===== src/core/aad_defines.svh =====
`ifndef AAD_DEFINES_SVH
`define AAD_DEFINES_SVH

// Register byte offsets
`define AAD_CTRL_OFS     32'h00000000
`define AAD_WAIT_OFS     32'h00000004
`define AAD_STAT_OFS     32'h00000008
`define AAD_OFS_MSB      7

// Address field positions
`define AAD_A27          27
`define AAD_AREA_HI      26
`define AAD_AREA_LO      24
`define AAD_A14          14
`define AAD_A8           8
`define AAD_SHADOW_MSB   21
`define AAD_ROW_HI       23
`define AAD_ROW_LO       8

// Area numbers
`define AAD_AREA_BOOT    3'h0
`define AAD_AREA_DRAM    3'h1
`define AAD_AREA_LW      3'h2
`define AAD_AREA_EXT3    3'h3
`define AAD_AREA_EXT4    3'h4
`define AAD_AREA_PERIPH  3'h5
`define AAD_AREA_MUXIO   3'h6
`define AAD_AREA_RAM     3'h7

// Boot mode pin patterns
`define AAD_MODE_EXT8    3'h0
`define AAD_MODE_EXT16   3'h1
`define AAD_MODE_ROM     3'h2

// Control and wait register bits
`define AAD_CTRL_DRAM    0
`define AAD_CTRL_MXE     1
`define AAD_CTRL_IOE     2
`define AAD_WAIT_A02     1:0
`define AAD_WAIT_A6      3:2

// Widths as log2 of bytes, sync depth, responses
`define AAD_W8           2'h0
`define AAD_W16          2'h1
`define AAD_W32          2'h2
`define AAD_SYNC_DEPTH   2'h2
`define AAD_RD_EXTRA     5'h02
`define AAD_RESP_OK      2'h0
`define AAD_RESP_ERR     2'h2

`endif


===== src/core/aad_pkg.sv =====
package aad_pkg;
   typedef enum logic [2:0] {
      AAD_K_EXT, AAD_K_DRAM, AAD_K_MUXIO, AAD_K_ROM, AAD_K_PERIPH, AAD_K_RAM
   } aad_kind_e;
   typedef enum logic [1:0] {AAD_IDLE, AAD_PHASE1, AAD_PHASE2} aad_state_e;

   // Request from an internal bus master; size 0 byte, 1 word, 2 long
   typedef struct packed {
      logic        valid;
      logic        write;
      logic [1:0]  size;
      logic [31:0] addr;
      logic [31:0] wdata;
   } aad_req_s;

   // External pin group
   typedef struct packed {
      logic [7:0]  area_select_n;
      logic [21:0] addr;
      logic [15:0] addr_data_pins_out;
      logic [15:0] addr_data_pins_oe;
      logic        strobe;
      logic        write;
      logic        dram_strobe;
      logic        addr_latch;
   } aad_ext_s;

   // On-chip target access
   typedef struct packed {
      logic        sel;
      aad_kind_e   kind;
      logic [23:0] offset;
      logic [31:0] wdata;
      logic        write;
      logic [1:0]  size;
   } aad_int_s;

   typedef struct packed {
      aad_kind_e  kind;
      logic [2:0] area;
      logic [1:0] wlog;
      logic [2:0] lw;
   } aad_dec_s;

   typedef struct packed {
      logic [2:0]  mode_s1, mode_s2, mode;
      logic [1:0]  mode_cnt;
      logic        mode_done;
      logic [15:0] ad_s1, ad_s2;
      aad_state_e  st;
      aad_dec_s    dec;
      aad_req_s    req;
      logic [2:0]  beats;
      logic [1:0]  bpb;
      logic [4:0]  cnt;
      logic [31:0] acc;
      logic        req_ready, rsp_valid;
      logic [31:0] rsp_rdata;
      aad_ext_s    ext;
      aad_int_s    intf;
      logic [2:0]  ctrl;
      logic [3:0]  lwait;
      logic        awready, wready, bvalid, arready, rvalid;
      logic        aw_got, w_got;
      logic [1:0]  bresp, rresp;
      logic [31:0] aw_addr, wdata, rdata;
      logic [3:0]  wstrb;
   } aad_state_s;
endpackage : aad_pkg


===== src/core/aad_decoder.sv =====
`timescale 1ns/1ps
`include "aad_defines.svh"
// What this block does
// RL1: Decode address bits 26..24 to one of eight areas, its select low.
// RL2: Address bit 27 clear gives 8-bit bus on low pins, set gives 16-bit.
// RL3: Byte on 16-bit space: even byte on pins 15..8, odd on 7..0.
// RL4: Split wide transfers into two or four consecutive bus accesses.
// RL5: Selects stay high for on-chip ROM, peripherals and RAM.
// RL6: Area 0 type and width come from the boot mode pins only.
// RL7: Bits 23 and 22 output only as multiplexed DRAM row; other external spaces mirror 4 Mbytes.
// RL8: In areas 1 to 4, bit 27 changes only the width, never the space reached.
// RL9: On-chip ROM repeats at its own size; upper bits ignored.
// RL10: Areas 0 and 2 external get 1 to 4 long waits from shared field.
// RL11: Area 1 is external memory, or DRAM with select high when enabled.
// RL12: DRAM with multiplexing puts bits 23..0 on pins 15..0 in two phases.
// RL13: Area 5 low half is peripherals, width from bit 8; high half 16-bit.
// RL14: Area 6 muxed I/O puts address then data on data pins, select low.
// RL15: Area 6 external width from bit 14 or 16-bit; own long wait field.
// RL16: Area 7 low half 8-bit external, high half 1-kbyte on-chip RAM.
// RL17: Areas 2, 3 and 4 are always external, width from bit 27.
// RL18: Masters make no forbidden access sizes to on-chip peripherals.
// RL19: All selects high outside a bus cycle; at most one ever low.
module aad_decoder #(
   parameter int ROM_ABITS    = 14,
   parameter int PERIPH_ABITS = 9,
   parameter int RAM_ABITS    = 10
) (
   // Clock and reset
   input  wire logic             clk,
   input  wire logic             arst_n,
   // AXI4-Lite register slave
   input  wire logic             s_axi_awvalid,
   output logic                  s_axi_awready,
   input  wire logic [31:0]      s_axi_awaddr,
   input  wire logic             s_axi_wvalid,
   output logic                  s_axi_wready,
   input  wire logic [31:0]      s_axi_wdata,
   input  wire logic [3:0]       s_axi_wstrb,
   output logic                  s_axi_bvalid,
   input  wire logic             s_axi_bready,
   output logic [1:0]            s_axi_bresp,
   input  wire logic             s_axi_arvalid,
   output logic                  s_axi_arready,
   input  wire logic [31:0]      s_axi_araddr,
   output logic                  s_axi_rvalid,
   input  wire logic             s_axi_rready,
   output logic [31:0]           s_axi_rdata,
   output logic [1:0]            s_axi_rresp,
   // Master request and answer
   input  wire aad_pkg::aad_req_s req,
   output logic                  req_ready,
   output logic                  rsp_valid,
   output logic [31:0]           rsp_rdata,
   // Pins and on-chip targets
   input  wire logic [2:0]       boot_mode_pins,
   input  wire logic [15:0]      addr_data_pins_in,
   output aad_pkg::aad_ext_s     ext,
   output aad_pkg::aad_int_s     int_acc,
   input  wire logic [31:0]      int_rdata
);
   aad_pkg::aad_state_s r, n;

   // Register offsets as parameters so their low bits can be sliced
   localparam logic [31:0] CTRL_OFS = `AAD_CTRL_OFS;
   localparam logic [31:0] WAIT_OFS = `AAD_WAIT_OFS;
   localparam logic [31:0] STAT_OFS = `AAD_STAT_OFS;

   // Area, target kind, width and long waits of one address
   function automatic aad_pkg::aad_dec_s decode(input logic [31:0] a,
         input logic [2:0] mode, input logic [2:0] ctrl,
         input logic [3:0] lwait);
      aad_pkg::aad_dec_s d;
      d.area = a[`AAD_AREA_HI:`AAD_AREA_LO];                      // RL1
      d.kind = aad_pkg::AAD_K_EXT;
      d.wlog = a[`AAD_A27] ? `AAD_W16 : `AAD_W8;                  // RL2 RL8
      d.lw   = 3'h0;
      unique case (d.area)
         `AAD_AREA_BOOT: begin
            if (mode == `AAD_MODE_ROM) begin                      // RL6
               d.kind = aad_pkg::AAD_K_ROM;
               d.wlog = `AAD_W32;
            end else begin
               d.wlog = (mode == `AAD_MODE_EXT16) ? `AAD_W16 : `AAD_W8;
               d.lw   = {1'b0, lwait[`AAD_WAIT_A02]} + 3'h1;      // RL10
            end
         end
         `AAD_AREA_DRAM: begin
            if (ctrl[`AAD_CTRL_DRAM])
               d.kind = aad_pkg::AAD_K_DRAM;                      // RL11
         end
         `AAD_AREA_LW:
            d.lw = {1'b0, lwait[`AAD_WAIT_A02]} + 3'h1;           // RL10
         `AAD_AREA_EXT3, `AAD_AREA_EXT4: begin
            d.kind = aad_pkg::AAD_K_EXT;                          // RL17
         end
         `AAD_AREA_PERIPH: begin
            if (!a[`AAD_A27]) begin                               // RL13
               d.kind = aad_pkg::AAD_K_PERIPH;
               d.wlog = a[`AAD_A8] ? `AAD_W16 : `AAD_W8;
            end
         end
         `AAD_AREA_MUXIO: begin
            if (!a[`AAD_A27])
               d.wlog = a[`AAD_A14] ? `AAD_W16 : `AAD_W8;         // RL15
            if (!a[`AAD_A27] && ctrl[`AAD_CTRL_IOE])
               d.kind = aad_pkg::AAD_K_MUXIO;                     // RL14
            else
               d.lw = {1'b0, lwait[`AAD_WAIT_A6]} + 3'h1;         // RL15
         end
         `AAD_AREA_RAM: begin
            if (a[`AAD_A27]) begin                                // RL16
               d.kind = aad_pkg::AAD_K_RAM;
               d.wlog = `AAD_W32;
            end
         end
      endcase
      return d;
   endfunction : decode

   // Cycles of the data phase less one
   function automatic logic [4:0] span(input aad_pkg::aad_dec_s d,
         input logic wr);
      logic [4:0] c;
      c = {2'h0, d.lw};
      if (d.kind inside {aad_pkg::AAD_K_ROM, aad_pkg::AAD_K_PERIPH,
                         aad_pkg::AAD_K_RAM})
         c = 5'h00;
      else if (!wr)
         c = c + `AAD_RD_EXTRA;   // Pin data crosses two sync stages
      return c;
   endfunction : span

   function automatic logic two_phase(input aad_pkg::aad_dec_s d,
         input logic [2:0] ctrl);
      return d.kind == aad_pkg::AAD_K_MUXIO ||
             (d.kind == aad_pkg::AAD_K_DRAM && ctrl[`AAD_CTRL_MXE]);
   endfunction : two_phase

   // Next-state logic
   always_comb begin
      logic [31:0] slice;
      logic [31:0] wd;
      logic        internal;
      slice = 32'h00000000;
      wd = 32'h00000000;
      internal = 1'b0;
      n = r;
      n.mode_s1 = boot_mode_pins;
      n.mode_s2 = r.mode_s1;
      n.ad_s1   = addr_data_pins_in;
      n.ad_s2   = r.ad_s1;
      n.rsp_valid = 1'b0;
      // Mode strap caught once the sync stages hold real pin values
      if (!r.mode_done) begin
         if (r.mode_cnt == `AAD_SYNC_DEPTH) begin
            n.mode      = r.mode_s2;                              // RL6
            n.mode_done = 1'b1;
            n.req_ready = 1'b1;
         end else
            n.mode_cnt = r.mode_cnt + 2'h1;
      end
      // Register writes: address and data in either order
      if (r.awready && s_axi_awvalid) begin
         n.aw_got  = 1'b1;
         n.aw_addr = s_axi_awaddr;
      end
      if (r.wready && s_axi_wvalid) begin
         n.w_got = 1'b1;
         n.wdata = s_axi_wdata;
         n.wstrb = s_axi_wstrb;
      end
      if (r.bvalid && s_axi_bready)
         n.bvalid = 1'b0;
      if (n.aw_got && n.w_got && !n.bvalid) begin
         n.aw_got = 1'b0;
         n.w_got  = 1'b0;
         n.bvalid = 1'b1;
         n.bresp  = `AAD_RESP_OK;
         if (n.aw_addr[`AAD_OFS_MSB:0] == CTRL_OFS[`AAD_OFS_MSB:0]) begin
            if (n.wstrb[0])
               n.ctrl = n.wdata[2:0];
         end else if (n.aw_addr[`AAD_OFS_MSB:0] ==
                      WAIT_OFS[`AAD_OFS_MSB:0]) begin
            if (n.wstrb[0])
               n.lwait = n.wdata[3:0];
         end else if (n.aw_addr[`AAD_OFS_MSB:0] !=
                      STAT_OFS[`AAD_OFS_MSB:0])
            n.bresp = `AAD_RESP_ERR;
      end
      n.awready = !n.aw_got && !n.bvalid;
      n.wready  = !n.w_got && !n.bvalid;
      // Register reads
      if (r.rvalid && s_axi_rready)
         n.rvalid = 1'b0;
      if (r.arready && s_axi_arvalid) begin
         n.rvalid = 1'b1;
         n.rresp  = `AAD_RESP_OK;
         unique case (s_axi_araddr[`AAD_OFS_MSB:0])
            CTRL_OFS[`AAD_OFS_MSB:0]: n.rdata = {29'h0, r.ctrl};
            WAIT_OFS[`AAD_OFS_MSB:0]: n.rdata = {28'h0, r.lwait};
            STAT_OFS[`AAD_OFS_MSB:0]:
               n.rdata = {24'h0, r.dec.area, r.st != aad_pkg::AAD_IDLE,
                          r.mode_done, r.mode};
            default: begin
               n.rdata = 32'h00000000;
               n.rresp = `AAD_RESP_ERR;
            end
         endcase
      end
      n.arready = !n.rvalid;
      // Access sequencer
      unique case (r.st)
         aad_pkg::AAD_IDLE: begin
            if (r.req_ready && req.valid) begin
               n.req_ready = 1'b0;
               n.req = req;
               n.req.wdata = req.wdata << (6'h20 - (6'h08 << req.size));
               n.dec = decode(req.addr, r.mode, r.ctrl, r.lwait);
               n.acc = 32'h00000000;
               if (req.size <= n.dec.wlog) begin
                  n.beats = 3'h1;
                  n.bpb   = req.size;
               end else begin
                  n.beats = 3'h1 << (req.size - n.dec.wlog);      // RL4
                  n.bpb   = n.dec.wlog;
               end
               n.cnt = span(n.dec, req.write);
               n.st  = two_phase(n.dec, r.ctrl) ? aad_pkg::AAD_PHASE1
                                                : aad_pkg::AAD_PHASE2;
            end
         end
         aad_pkg::AAD_PHASE1:
            n.st = aad_pkg::AAD_PHASE2;   // Address or row phase
         aad_pkg::AAD_PHASE2: begin
            if (r.cnt != 5'h00)
               n.cnt = r.cnt - 5'h01;
            else begin
               internal = r.intf.sel;
               unique case (r.bpb)
                  `AAD_W8: slice = internal ? {24'h0, int_rdata[7:0]} :
                     (r.dec.wlog == `AAD_W8 || r.req.addr[0]) ?
                     {24'h0, r.ad_s2[7:0]} : {24'h0, r.ad_s2[15:8]}; // RL3
                  `AAD_W16: slice = internal ? {16'h0, int_rdata[15:0]}
                                             : {16'h0, r.ad_s2};
                  default: slice = int_rdata;
               endcase
               n.acc = (r.acc << (6'h08 << r.bpb)) | slice;
               n.req.addr  = r.req.addr + (32'h1 << r.bpb);       // RL4
               n.req.wdata = r.req.wdata << (6'h08 << r.bpb);
               n.beats = r.beats - 3'h1;
               if (r.beats == 3'h1) begin
                  n.st        = aad_pkg::AAD_IDLE;
                  n.rsp_valid = 1'b1;
                  n.rsp_rdata = n.acc;
                  n.req_ready = 1'b1;
               end else begin
                  n.cnt = span(r.dec, r.req.write);
                  n.st  = two_phase(r.dec, r.ctrl) ? aad_pkg::AAD_PHASE1
                                                   : aad_pkg::AAD_PHASE2;
               end
            end
         end
      endcase
      // Pins and on-chip strobes from the next state
      n.ext  = '0;
      n.ext.area_select_n = 8'hFF;                                // RL19
      n.intf = '0;
      wd = n.req.wdata;
      if (n.st != aad_pkg::AAD_IDLE) begin
         if (n.dec.kind inside {aad_pkg::AAD_K_ROM, aad_pkg::AAD_K_PERIPH,
                                aad_pkg::AAD_K_RAM}) begin        // RL5
            n.intf.sel   = 1'b1;
            n.intf.kind  = n.dec.kind;
            n.intf.write = n.req.write;
            n.intf.size  = n.bpb;
            unique case (n.dec.kind)
               aad_pkg::AAD_K_ROM: n.intf.offset = n.req.addr[23:0] &
                  24'((32'h1 << ROM_ABITS) - 32'h1);              // RL9
               aad_pkg::AAD_K_PERIPH: n.intf.offset = n.req.addr[23:0] &
                  24'((32'h1 << PERIPH_ABITS) - 32'h1);           // RL13
               default: n.intf.offset = n.req.addr[23:0] &
                  24'((32'h1 << RAM_ABITS) - 32'h1);              // RL16
            endcase
            n.intf.wdata = (n.bpb == `AAD_W8)  ? {24'h0, wd[31:24]} :
                           (n.bpb == `AAD_W16) ? {16'h0, wd[31:16]} : wd;
         end else begin
            n.ext.strobe = 1'b1;
            n.ext.write  = n.req.write;
            n.ext.addr   = n.req.addr[`AAD_SHADOW_MSB:0];         // RL7
            if (n.dec.kind == aad_pkg::AAD_K_DRAM) begin
               n.ext.dram_strobe = 1'b1;                          // RL11
               if (n.ctrl[`AAD_CTRL_MXE])                         // RL12
                  n.ext.addr = (n.st == aad_pkg::AAD_PHASE1) ?
                     {6'h00, n.req.addr[`AAD_ROW_HI:`AAD_ROW_LO]} :
                     {6'h00, n.req.addr[15:0]};
            end else
               n.ext.area_select_n[n.dec.area] = 1'b0;            // RL1
            if (n.st == aad_pkg::AAD_PHASE1 &&
                n.dec.kind == aad_pkg::AAD_K_MUXIO) begin
               n.ext.addr_latch = 1'b1;                           // RL14
               n.ext.addr_data_pins_out = n.req.addr[15:0];
               n.ext.addr_data_pins_oe  = 16'hFFFF;
            end else if (n.st == aad_pkg::AAD_PHASE2 && n.req.write) begin
               if (n.dec.wlog == `AAD_W8) begin                   // RL2
                  n.ext.addr_data_pins_out[7:0] = wd[31:24];
                  n.ext.addr_data_pins_oe[7:0]  = 8'hFF;
               end else if (n.bpb == `AAD_W8 && !n.req.addr[0]) begin
                  n.ext.addr_data_pins_out[15:8] = wd[31:24];     // RL3
                  n.ext.addr_data_pins_oe[15:8]  = 8'hFF;
               end else if (n.bpb == `AAD_W8) begin
                  n.ext.addr_data_pins_out[7:0] = wd[31:24];      // RL3
                  n.ext.addr_data_pins_oe[7:0]  = 8'hFF;
               end else begin
                  n.ext.addr_data_pins_out = wd[31:16];           // RL2
                  n.ext.addr_data_pins_oe  = 16'hFFFF;
               end
            end
         end
      end
   end

   // State register
   always_ff @(posedge clk or negedge arst_n) begin
      if (!arst_n) begin
         r <= '0;
         r.ext.area_select_n <= 8'hFF;
      end else
         r <= n;
   end

   // Outputs straight from the state register
   assign s_axi_awready = r.awready;
   assign s_axi_wready  = r.wready;
   assign s_axi_bvalid  = r.bvalid;
   assign s_axi_bresp   = r.bresp;
   assign s_axi_arready = r.arready;
   assign s_axi_rvalid  = r.rvalid;
   assign s_axi_rdata   = r.rdata;
   assign s_axi_rresp   = r.rresp;
   assign req_ready     = r.req_ready;
   assign rsp_valid     = r.rsp_valid;
   assign rsp_rdata     = r.rsp_rdata;
   assign ext           = r.ext;
   assign int_acc       = r.intf;
endmodule : aad_decoder


===== config.mk =====
export PLATFORM = sky130hd
export DESIGN_NAME = aad_decoder
export DESIGN_NICKNAME = d
export VERILOG_FILES = /design/src/core/aad_pkg.sv /design/src/core/aad_decoder.sv
export VERILOG_INCLUDE_DIRS = /design/src /design/src/core
export SDC_FILE = /design/constraint.sdc
export NUM_CORES = 1
export LEC_CHECK = 0
export BUFFER_PORTS_ARGS = -buffer_cell sky130_fd_sc_hd__buf_2
export CORE_AREA = 4 4 190 192
export CTS_CLUSTER_DIAMETER = 150
export CTS_CLUSTER_SIZE = 20
export DETAILED_ROUTE_END_ITERATION = 12
export DIE_AREA = 0 0 194 196
export PLACE_DENSITY = 0.74
export REMOVE_ABC_BUFFERS = 1
export SYNTH_ARGS = -nofsm -noshare
export SYNTH_HDL_FRONTEND = slang
export SYNTH_SLANG_ARGS = --single-unit

===== constraint.sdc =====
create_clock -name clk -period 4.93 [get_ports clk]
set_input_delay 0 -clock clk [delete_from_list [all_inputs] [get_ports clk]]
set_output_delay 0 -clock clk [all_outputs]
set_load 0.02 [all_outputs]

==> impl_metrics.env, run 1 <==
export IMPL_setup_violations=0
export IMPL_period_needed_ps=3870
export IMPL_io_buffers=310
export IMPL_first_global_vias=13800
export IMPL_drtIter0Drc=1025
export IMPL_io_pins=430
export IMPL_drcViolationCount=0
export IMPL_start_util_pct=49.3
export IMPL_holdCritStartpoint="req[40]"
export IMPL_slew_headroom_pct=22.3
export IMPL_switchingPower_mw=4.37
export IMPL_num_vias=13700
export IMPL_place_hpwl_um=33600
export IMPL_fill_cells=2969
export IMPL_r2r_cells=9
export IMPL_grt_max_degree=167
export IMPL_crit_arrival_ps=4330
export IMPL_yosys_register_bits=332
export IMPL_root_buffer="clkbuf_16"
export IMPL_synth_cells=1700
export IMPL_cp_end_kind="register"
export IMPL_rsz0062_at_grt="no"
export IMPL_cts_hold_buf=124
export IMPL_grt_use_total_pct=25.0
export IMPL_clockBufferDepth=3
export IMPL_cts_resized=0
export IMPL_violations="hold timing"
export IMPL_post_drt_wl_per_cell_um=20.8
export IMPL_finalCritPeriodShare_pct=78.6
export IMPL_antenna_left=0
export IMPL_run_status="complete, but fails checks"
export IMPL_clock_latency_ps=550
export IMPL_whs_ps=-7.19
export IMPL_ir_drop_mv=0.360
export IMPL_fmax_mhz=258
export IMPL_postCtsSetupRepairBufs=0
export IMPL_diodes=0
export IMPL_drive_gt1_share_pct=23.2
export IMPL_synthArstFlopShare_pct=100
export IMPL_synth_flop_cell="dfrtp_1"
export IMPL_fp_row_count=68
export IMPL_power_mw=10.1
export IMPL_dieWidth_um=194
export IMPL_path_clk_slew_ps=90
export IMPL_grt_pass1_wl_um=76800
export IMPL_synth_edf_count=0
export IMPL_seq_power_share_pct=38.4
export IMPL_clkSinkCount=332
export IMPL_firstDrtPassIters=6
export IMPL_p_clk_share_pct=16.7
export IMPL_rr_startpoint="r[439]"
export IMPL_swShare_pct=43.5
export IMPL_hold_viol=1
export IMPL_via_per_inst=5.70
export IMPL_synth_warnings=0
export IMPL_synthDistinctLibCells=77
export IMPL_cp_max_fo=8
export IMPL_timing_critical_path_to="ext[23]"
export IMPL_worstSetupPathType="register to register"
export IMPL_cts_buffers=20
export IMPL_totalNegativeSetupSlack_ps=0
export IMPL_pre_cts_ws_ps=1200
export IMPL_htreeDepth=1
export IMPL_leakagePower_nw=9.39
export IMPL_cts_tree="built"
export IMPL_fin_ws_ps=1060
export IMPL_antenna_found_initial=1
export IMPL_reg2reg_setup_slack_ps=1060
export IMPL_syn_to_final_growth_pct=14.5
export IMPL_synthesis_area_um2=17000
export IMPL_grt_overflow=0
export IMPL_core_region_area_um2=34400
export IMPL_combPwrFrac_pct=44.9
export IMPL_hp_class="input port to register"
export IMPL_required_ps=5390
export IMPL_intPower_mw=5.69
export IMPL_die_area_um2=38000
export IMPL_tightest_slew_ps=1170
export IMPL_worstReg2RegEnd="ext[23]"
export IMPL_max_cap_viol_count=0
export IMPL_die_h_um=196
export IMPL_finalClockSkew_ps=32.7
export IMPL_power_density_nw_per_um2=518
export IMPL_nets=2176
export IMPL_start_kind="register"
export IMPL_wl_um=49700
export IMPL_crit_start="r[439]"
export IMPL_gp_congestion=0.887
export IMPL_yosysSeqAreaShare_pct=49.1
export IMPL_avgSynthCellArea_um2=9.98
export IMPL_finalMaxSlewViolations=0
cell usage after synthesis (all sizes together), types with 8 or more instances:
master    n  area, um2
a21oi   123        616
nand3    35        175
mux2     52        586
and2     16        100
a22oi    24        180
buf     211       1560
nor2b    23        144
a221oi   22        193
or2       9       56.3
nand2b    9       56.3
o21a     13       97.6
a211oi   37        293
nor4     11       75.1
mux2i    58        581
o21ai    85        425
inv      67        251
and3     14       87.6
xnor2    11       96.3
clkbuf   80        300
dfstp     8        210
ha       17        213
nor2    107        402
nor3     11       55.1
o22ai    16        100
nand2   155        582
a221o    18        180
a22o     31        272
nand3b    8       60.1
dfrtp   324       8110
layout make-up:
class / instances / area (um2) / area share (%)
repair buffers: 465 / 3050 / 15.7
inverters: 70 / 263 / 1.35
clock buffers: 27 / 527 / 2.71
well taps: 455 / 569 / 2.93
multi-input cells: 1042 / 6670 / 34.3
flip-flops and latches: 332 / 8320 / 42.8
clock inverters: 2 / 25.0 / 0.129
state kept, by name, indices dropped and copies added (netlist names):
name           flops
s_axi_awready      1
req_ready          1
s_axi_rdata        8
r                159
s_axi_arready      1
s_axi_bresp        1
s_axi_wready       1
s_axi_rresp        1
int_acc           53
s_axi_bvalid       1
s_axi_rvalid       1
rsp_valid          1
n                 19
rsp_rdata         32
ext               52
power by group through the flow:
stage               logic (mW)  clock network [mW]  registers [mW]
detailed placement        4.33                   0            3.89
CTS                       4.45                1.72            3.85
finish                    4.51                1.68            3.87
floorplan                 2.43                   0            4.15
global route              4.89                1.80            3.94
global placement          4.24                   0            3.87
stage by stage:
stage               std cells  area (um2)  hold WS, ps  utilization, %
global placement         2240       17600         92.8            51.3
finish                   2393       19400        -7.19            56.5
floorplan                1444       15200         -296               -
global route             2393       19400         5.07            56.5
CTS                      2393       19400        0.851            56.5
detailed placement       2240       17600         94.1            51.3
metal layers:
metal	global-route usage, %	up-vias	routed length (um)
li1	-	6199	-
met4	8.83	2	1840
met3	4.88	106	4280
met1	32.4	6695	19700
met5	0	-	7
met2	42.2	649	23900
cells by family after synthesis:
logic type / synth area share, %
AO/OA/AOI/OAI: 17.2
AND/OR/NAND/NOR: 12.1
buffers and inverters: 12.5
flip-flops: 49.1
multiplexers: 6.88
adder cells (fa/ha/maj): 1.49
XOR/XNOR: 0.775
other: 0.0221
how the worst min path moves through the flow:
stage	end	cells after the start
4_1_cts	r[340]	4
5_1_grt	r[340]	4
3_5_place_dp	rsp_rdata[31]	1
3_3_place_gp	rsp_rdata[31]	1
6_report	r[363]	5
2_1_floorplan	ext[0]	0
critical path, cell delays in order (launching register included):
cell	delay (ps)
dfrtp_1	430
nor4b_1	650
a21oi_1	390
ha_1	390
a21boi_1	410
nor4_1	120
a21o_1	200
nor3_1	820
a22oi_1	190
o22ai_1	180
cells in the final DEF (no fill, tap or decap), types with 6 or more instances in the layout:
cell type / synthesis / layout
a211o_1: 6 / 6
a211oi_1: 34 / 34
a21o_1: 6 / 6
a21oi_1: 123 / 122
a221o_1: 18 / 18
a221oi_1: 22 / 22
a22o_1: 31 / 31
a22oi_1: 24 / 24
and2_1: 16 / 16
and3_1: 14 / 14
buf_2: 2 / 309
buf_4: 198 / 30
clkbuf_1: 80 / 7
clkbuf_16: 0 / 20
conb_1: 1 / 36
dfrtp_1: 324 / 322
dfstp_2: 8 / 8
dlygate4sd3_1: 0 / 124
ha_1: 17 / 17
inv_1: 67 / 67
mux2_2: 52 / 52
mux2i_1: 58 / 58
nand2_1: 155 / 155
nand2b_1: 9 / 9
nand3_1: 35 / 35
nand3b_1: 8 / 8
nor2_1: 107 / 105
nor2b_1: 23 / 23
nor3_1: 11 / 11
nor4_1: 10 / 10
o211ai_1: 6 / 6
o21a_1: 13 / 13
o21ai_0: 82 / 82
o22ai_1: 16 / 16
or2_2: 9 / 9
xnor2_1: 11 / 11
Note: power is estimated with default switching activity, not from simulation.
==> run 2: changes to the inputs <==
Settings changed: CORE_AREA 4 4 190 192 to 4 4 192 194, DIE_AREA 0 0 194 196 to 0 0 196 198, PLACE_DENSITY 0.74 to 0.75.
Clock period 4.93 ns to 3.3 ns, I/O delays scaled along.
==> run 2 against run 1 <==
  * The run now ends clean
  * Clock power is 52% higher
  * Maximum frequency up 19%
  * Sequential cell count unchanged
  * Worst hold slack gained 27 ps
  * Setup slack worse by 1000 ps
  * Cell count up 2.5%
  * Largest power group unchanged
==> impl_metrics.env, run 2 (synthesized netlist as in run 1, its figures left out) <==
export IMPL_run_status="finished, final reports clean"
export IMPL_rsz0062_at_grt="yes"
export IMPL_diodes=0
export IMPL_num_vias=14200
export IMPL_largest_register_ff_count=159
export IMPL_hold_viol=0
export IMPL_clock_latency_ps=540
export IMPL_power_mw=15.7
export IMPL_cp_slowest_cell="a211oi_1"
export IMPL_setup_violations=0
export IMPL_start_util_pct=48.1
export IMPL_antenna_found_initial=0
export IMPL_start_kind="register"
export IMPL_intPower_mw=8.89
export IMPL_worstSetupPathType="register to register"
export IMPL_cts_tree="built"
export IMPL_root_buffer="clkbuf_16"
export IMPL_power_density_nw_per_um2=786
export IMPL_leakagePower_nw=9.68
export IMPL_final_core_util_pct=56.6
export IMPL_grt_use_total_pct=25.4
export IMPL_syn_to_final_growth_pct=17.6
export IMPL_final_cell_mix="322 x dfrtp_1, 310 x buf_2, 154 x nand2_1, 121 x a21oi_1, 120 x dlygate4sd3_1"
export IMPL_combPwrFrac_pct=47.1
export IMPL_cp_end_kind="register"
export IMPL_first_global_vias=14100
export IMPL_cpPeakStageDelay_ps=520
export IMPL_regMostFlops="r"
export IMPL_place_hpwl_um=35500
export IMPL_grt_pass1_wl_um=79400
export IMPL_htreeDepth=1
export IMPL_ir_drop_mv=0.512
export IMPL_switchingPower_mw=6.78
export IMPL_cp_max_fo=8
export IMPL_cts_buffers=20
export IMPL_finalCritPeriodShare_pct=98.5
export IMPL_die_h_um=198
export IMPL_drtIter0Drc=1401
export IMPL_core_region_area_um2=35200
export IMPL_nets=2228
export IMPL_antenna_left=0
export IMPL_swShare_pct=43.3
export IMPL_wl_um=51800
export IMPL_final_common_cell="dfrtp_1"
export IMPL_io_buffers=310
export IMPL_path_clk_slew_ps=90
export IMPL_placedCellCount=2298
export IMPL_grt_overflow=0
export IMPL_drive_gt1_share_pct=25.9
export IMPL_gp_congestion=0.938
export IMPL_cp_cell_sequence="nor2_1 -> ha_1 -> inv_1 -> fa_1 -> nor2b_1 -> o21ai_1 -> a211o_1 -> a211oi_1 -> buf_4 -> mux2i_1"
export IMPL_pre_cts_ws_ps=94.9
export IMPL_crit_arrival_ps=3660
export IMPL_clkSinkCount=332
export IMPL_dieWidth_um=196
export IMPL_fp_row_count=69
export IMPL_via_per_inst=5.78
export IMPL_firstDrtPassIters=5
export IMPL_required_ps=3710
export IMPL_period_needed_ps=3250
export IMPL_grt_max_degree=118
export IMPL_max_cap_viol_count=0
export IMPL_p_clk_share_pct=16.3
export IMPL_io_pins=430
export IMPL_finalNonFillerCells=2452
export IMPL_slew_headroom_pct=20.2
export IMPL_finalClockSkew_ps=27.0
export IMPL_fmax_mhz=308
export IMPL_tightest_slew_ps=1170
export IMPL_drcViolationCount=0
export IMPL_die_area_um2=38800
export IMPL_fin_ws_ps=48.5
export IMPL_finalMaxSlewViolations=0
export IMPL_post_drt_wl_per_cell_um=21.1
export IMPL_clockBufferDepth=3
export IMPL_seq_power_share_pct=36.6
export IMPL_hp_class="input port to register"
[run 2: layout make-up]
| class | instances | area, um2 |
|---|---|---|
| Clock buffer | 29 | 556 |
| Sequential cell | 332 | 8320 |
| Tap cell | 461 | 577 |
| Clock inverter | 1 | 8.76 |
| Inverter | 70 | 263 |
| Timing Repair Buffer | 516 | 3490 |
| Multi-Input combinational cell | 1043 | 6730 |
| Fill cell | 2991 | 15300 |
[run 2: through the flow]
stage	setup TNS [ps]	area, um2	hold slack [ps]
after global routing	-17.6	19900	39.2
after floorplan	-149040	15200	-296
after CTS	0	19900	2.39
final	0	19900	19.4
after detailed placement	0	18100	110
after global placement	0	18100	108
[run 2: per-layer routing]
metal	up-vias	track usage, %	part of all wire (%)
li1	6322	-	-
met1	6958	34.7	40
met2	760	41.8	47
met3	130	3.61	8.4
met4	0	9.44	4.0
met5	-	0	0
[run 2: power by group through the flow]
stage	Combinational, mW	Sequential [mW]	Clock (mW)
floorplan	3.62	6.21	0
global placement	6.76	5.73	0
detailed placement	6.92	5.77	0
CTS	7.10	5.70	2.60
global route	7.94	5.85	2.76
finish	7.38	5.74	2.55
[run 2: critical path, delay by kind of cell, from the launching register on]
family          cells  cell delay (ps)
compound gates      3             1130
fa+ha+maj           2              640
flops               1              490
simple gates        2              460
buf+inv             2              300
mux                 1              110
[run 2: final timing paths]
path,startpoint,to,slack [ps],depth (start not counted)
hold / removal,int_rdata[16],r[297],20,4
max in group asynchronous,arst_n,r[282],2160,3
min in group asynchronous,arst_n,int_acc[46],120,2
hold reg to reg,n[444],r[444],340,0
setup reg to reg,r[318],ext[36],50,10
setup / recovery,r[318],ext[36],50,10
[run 2: repair_timing]
item                                   4_1_cts  5_1_grt
endpoints found under the hold margin      292        0
setup endpoints to repair                    0       66
hold buffers                               120        0
setup buffers                                0        2
resized for setup                            0       14
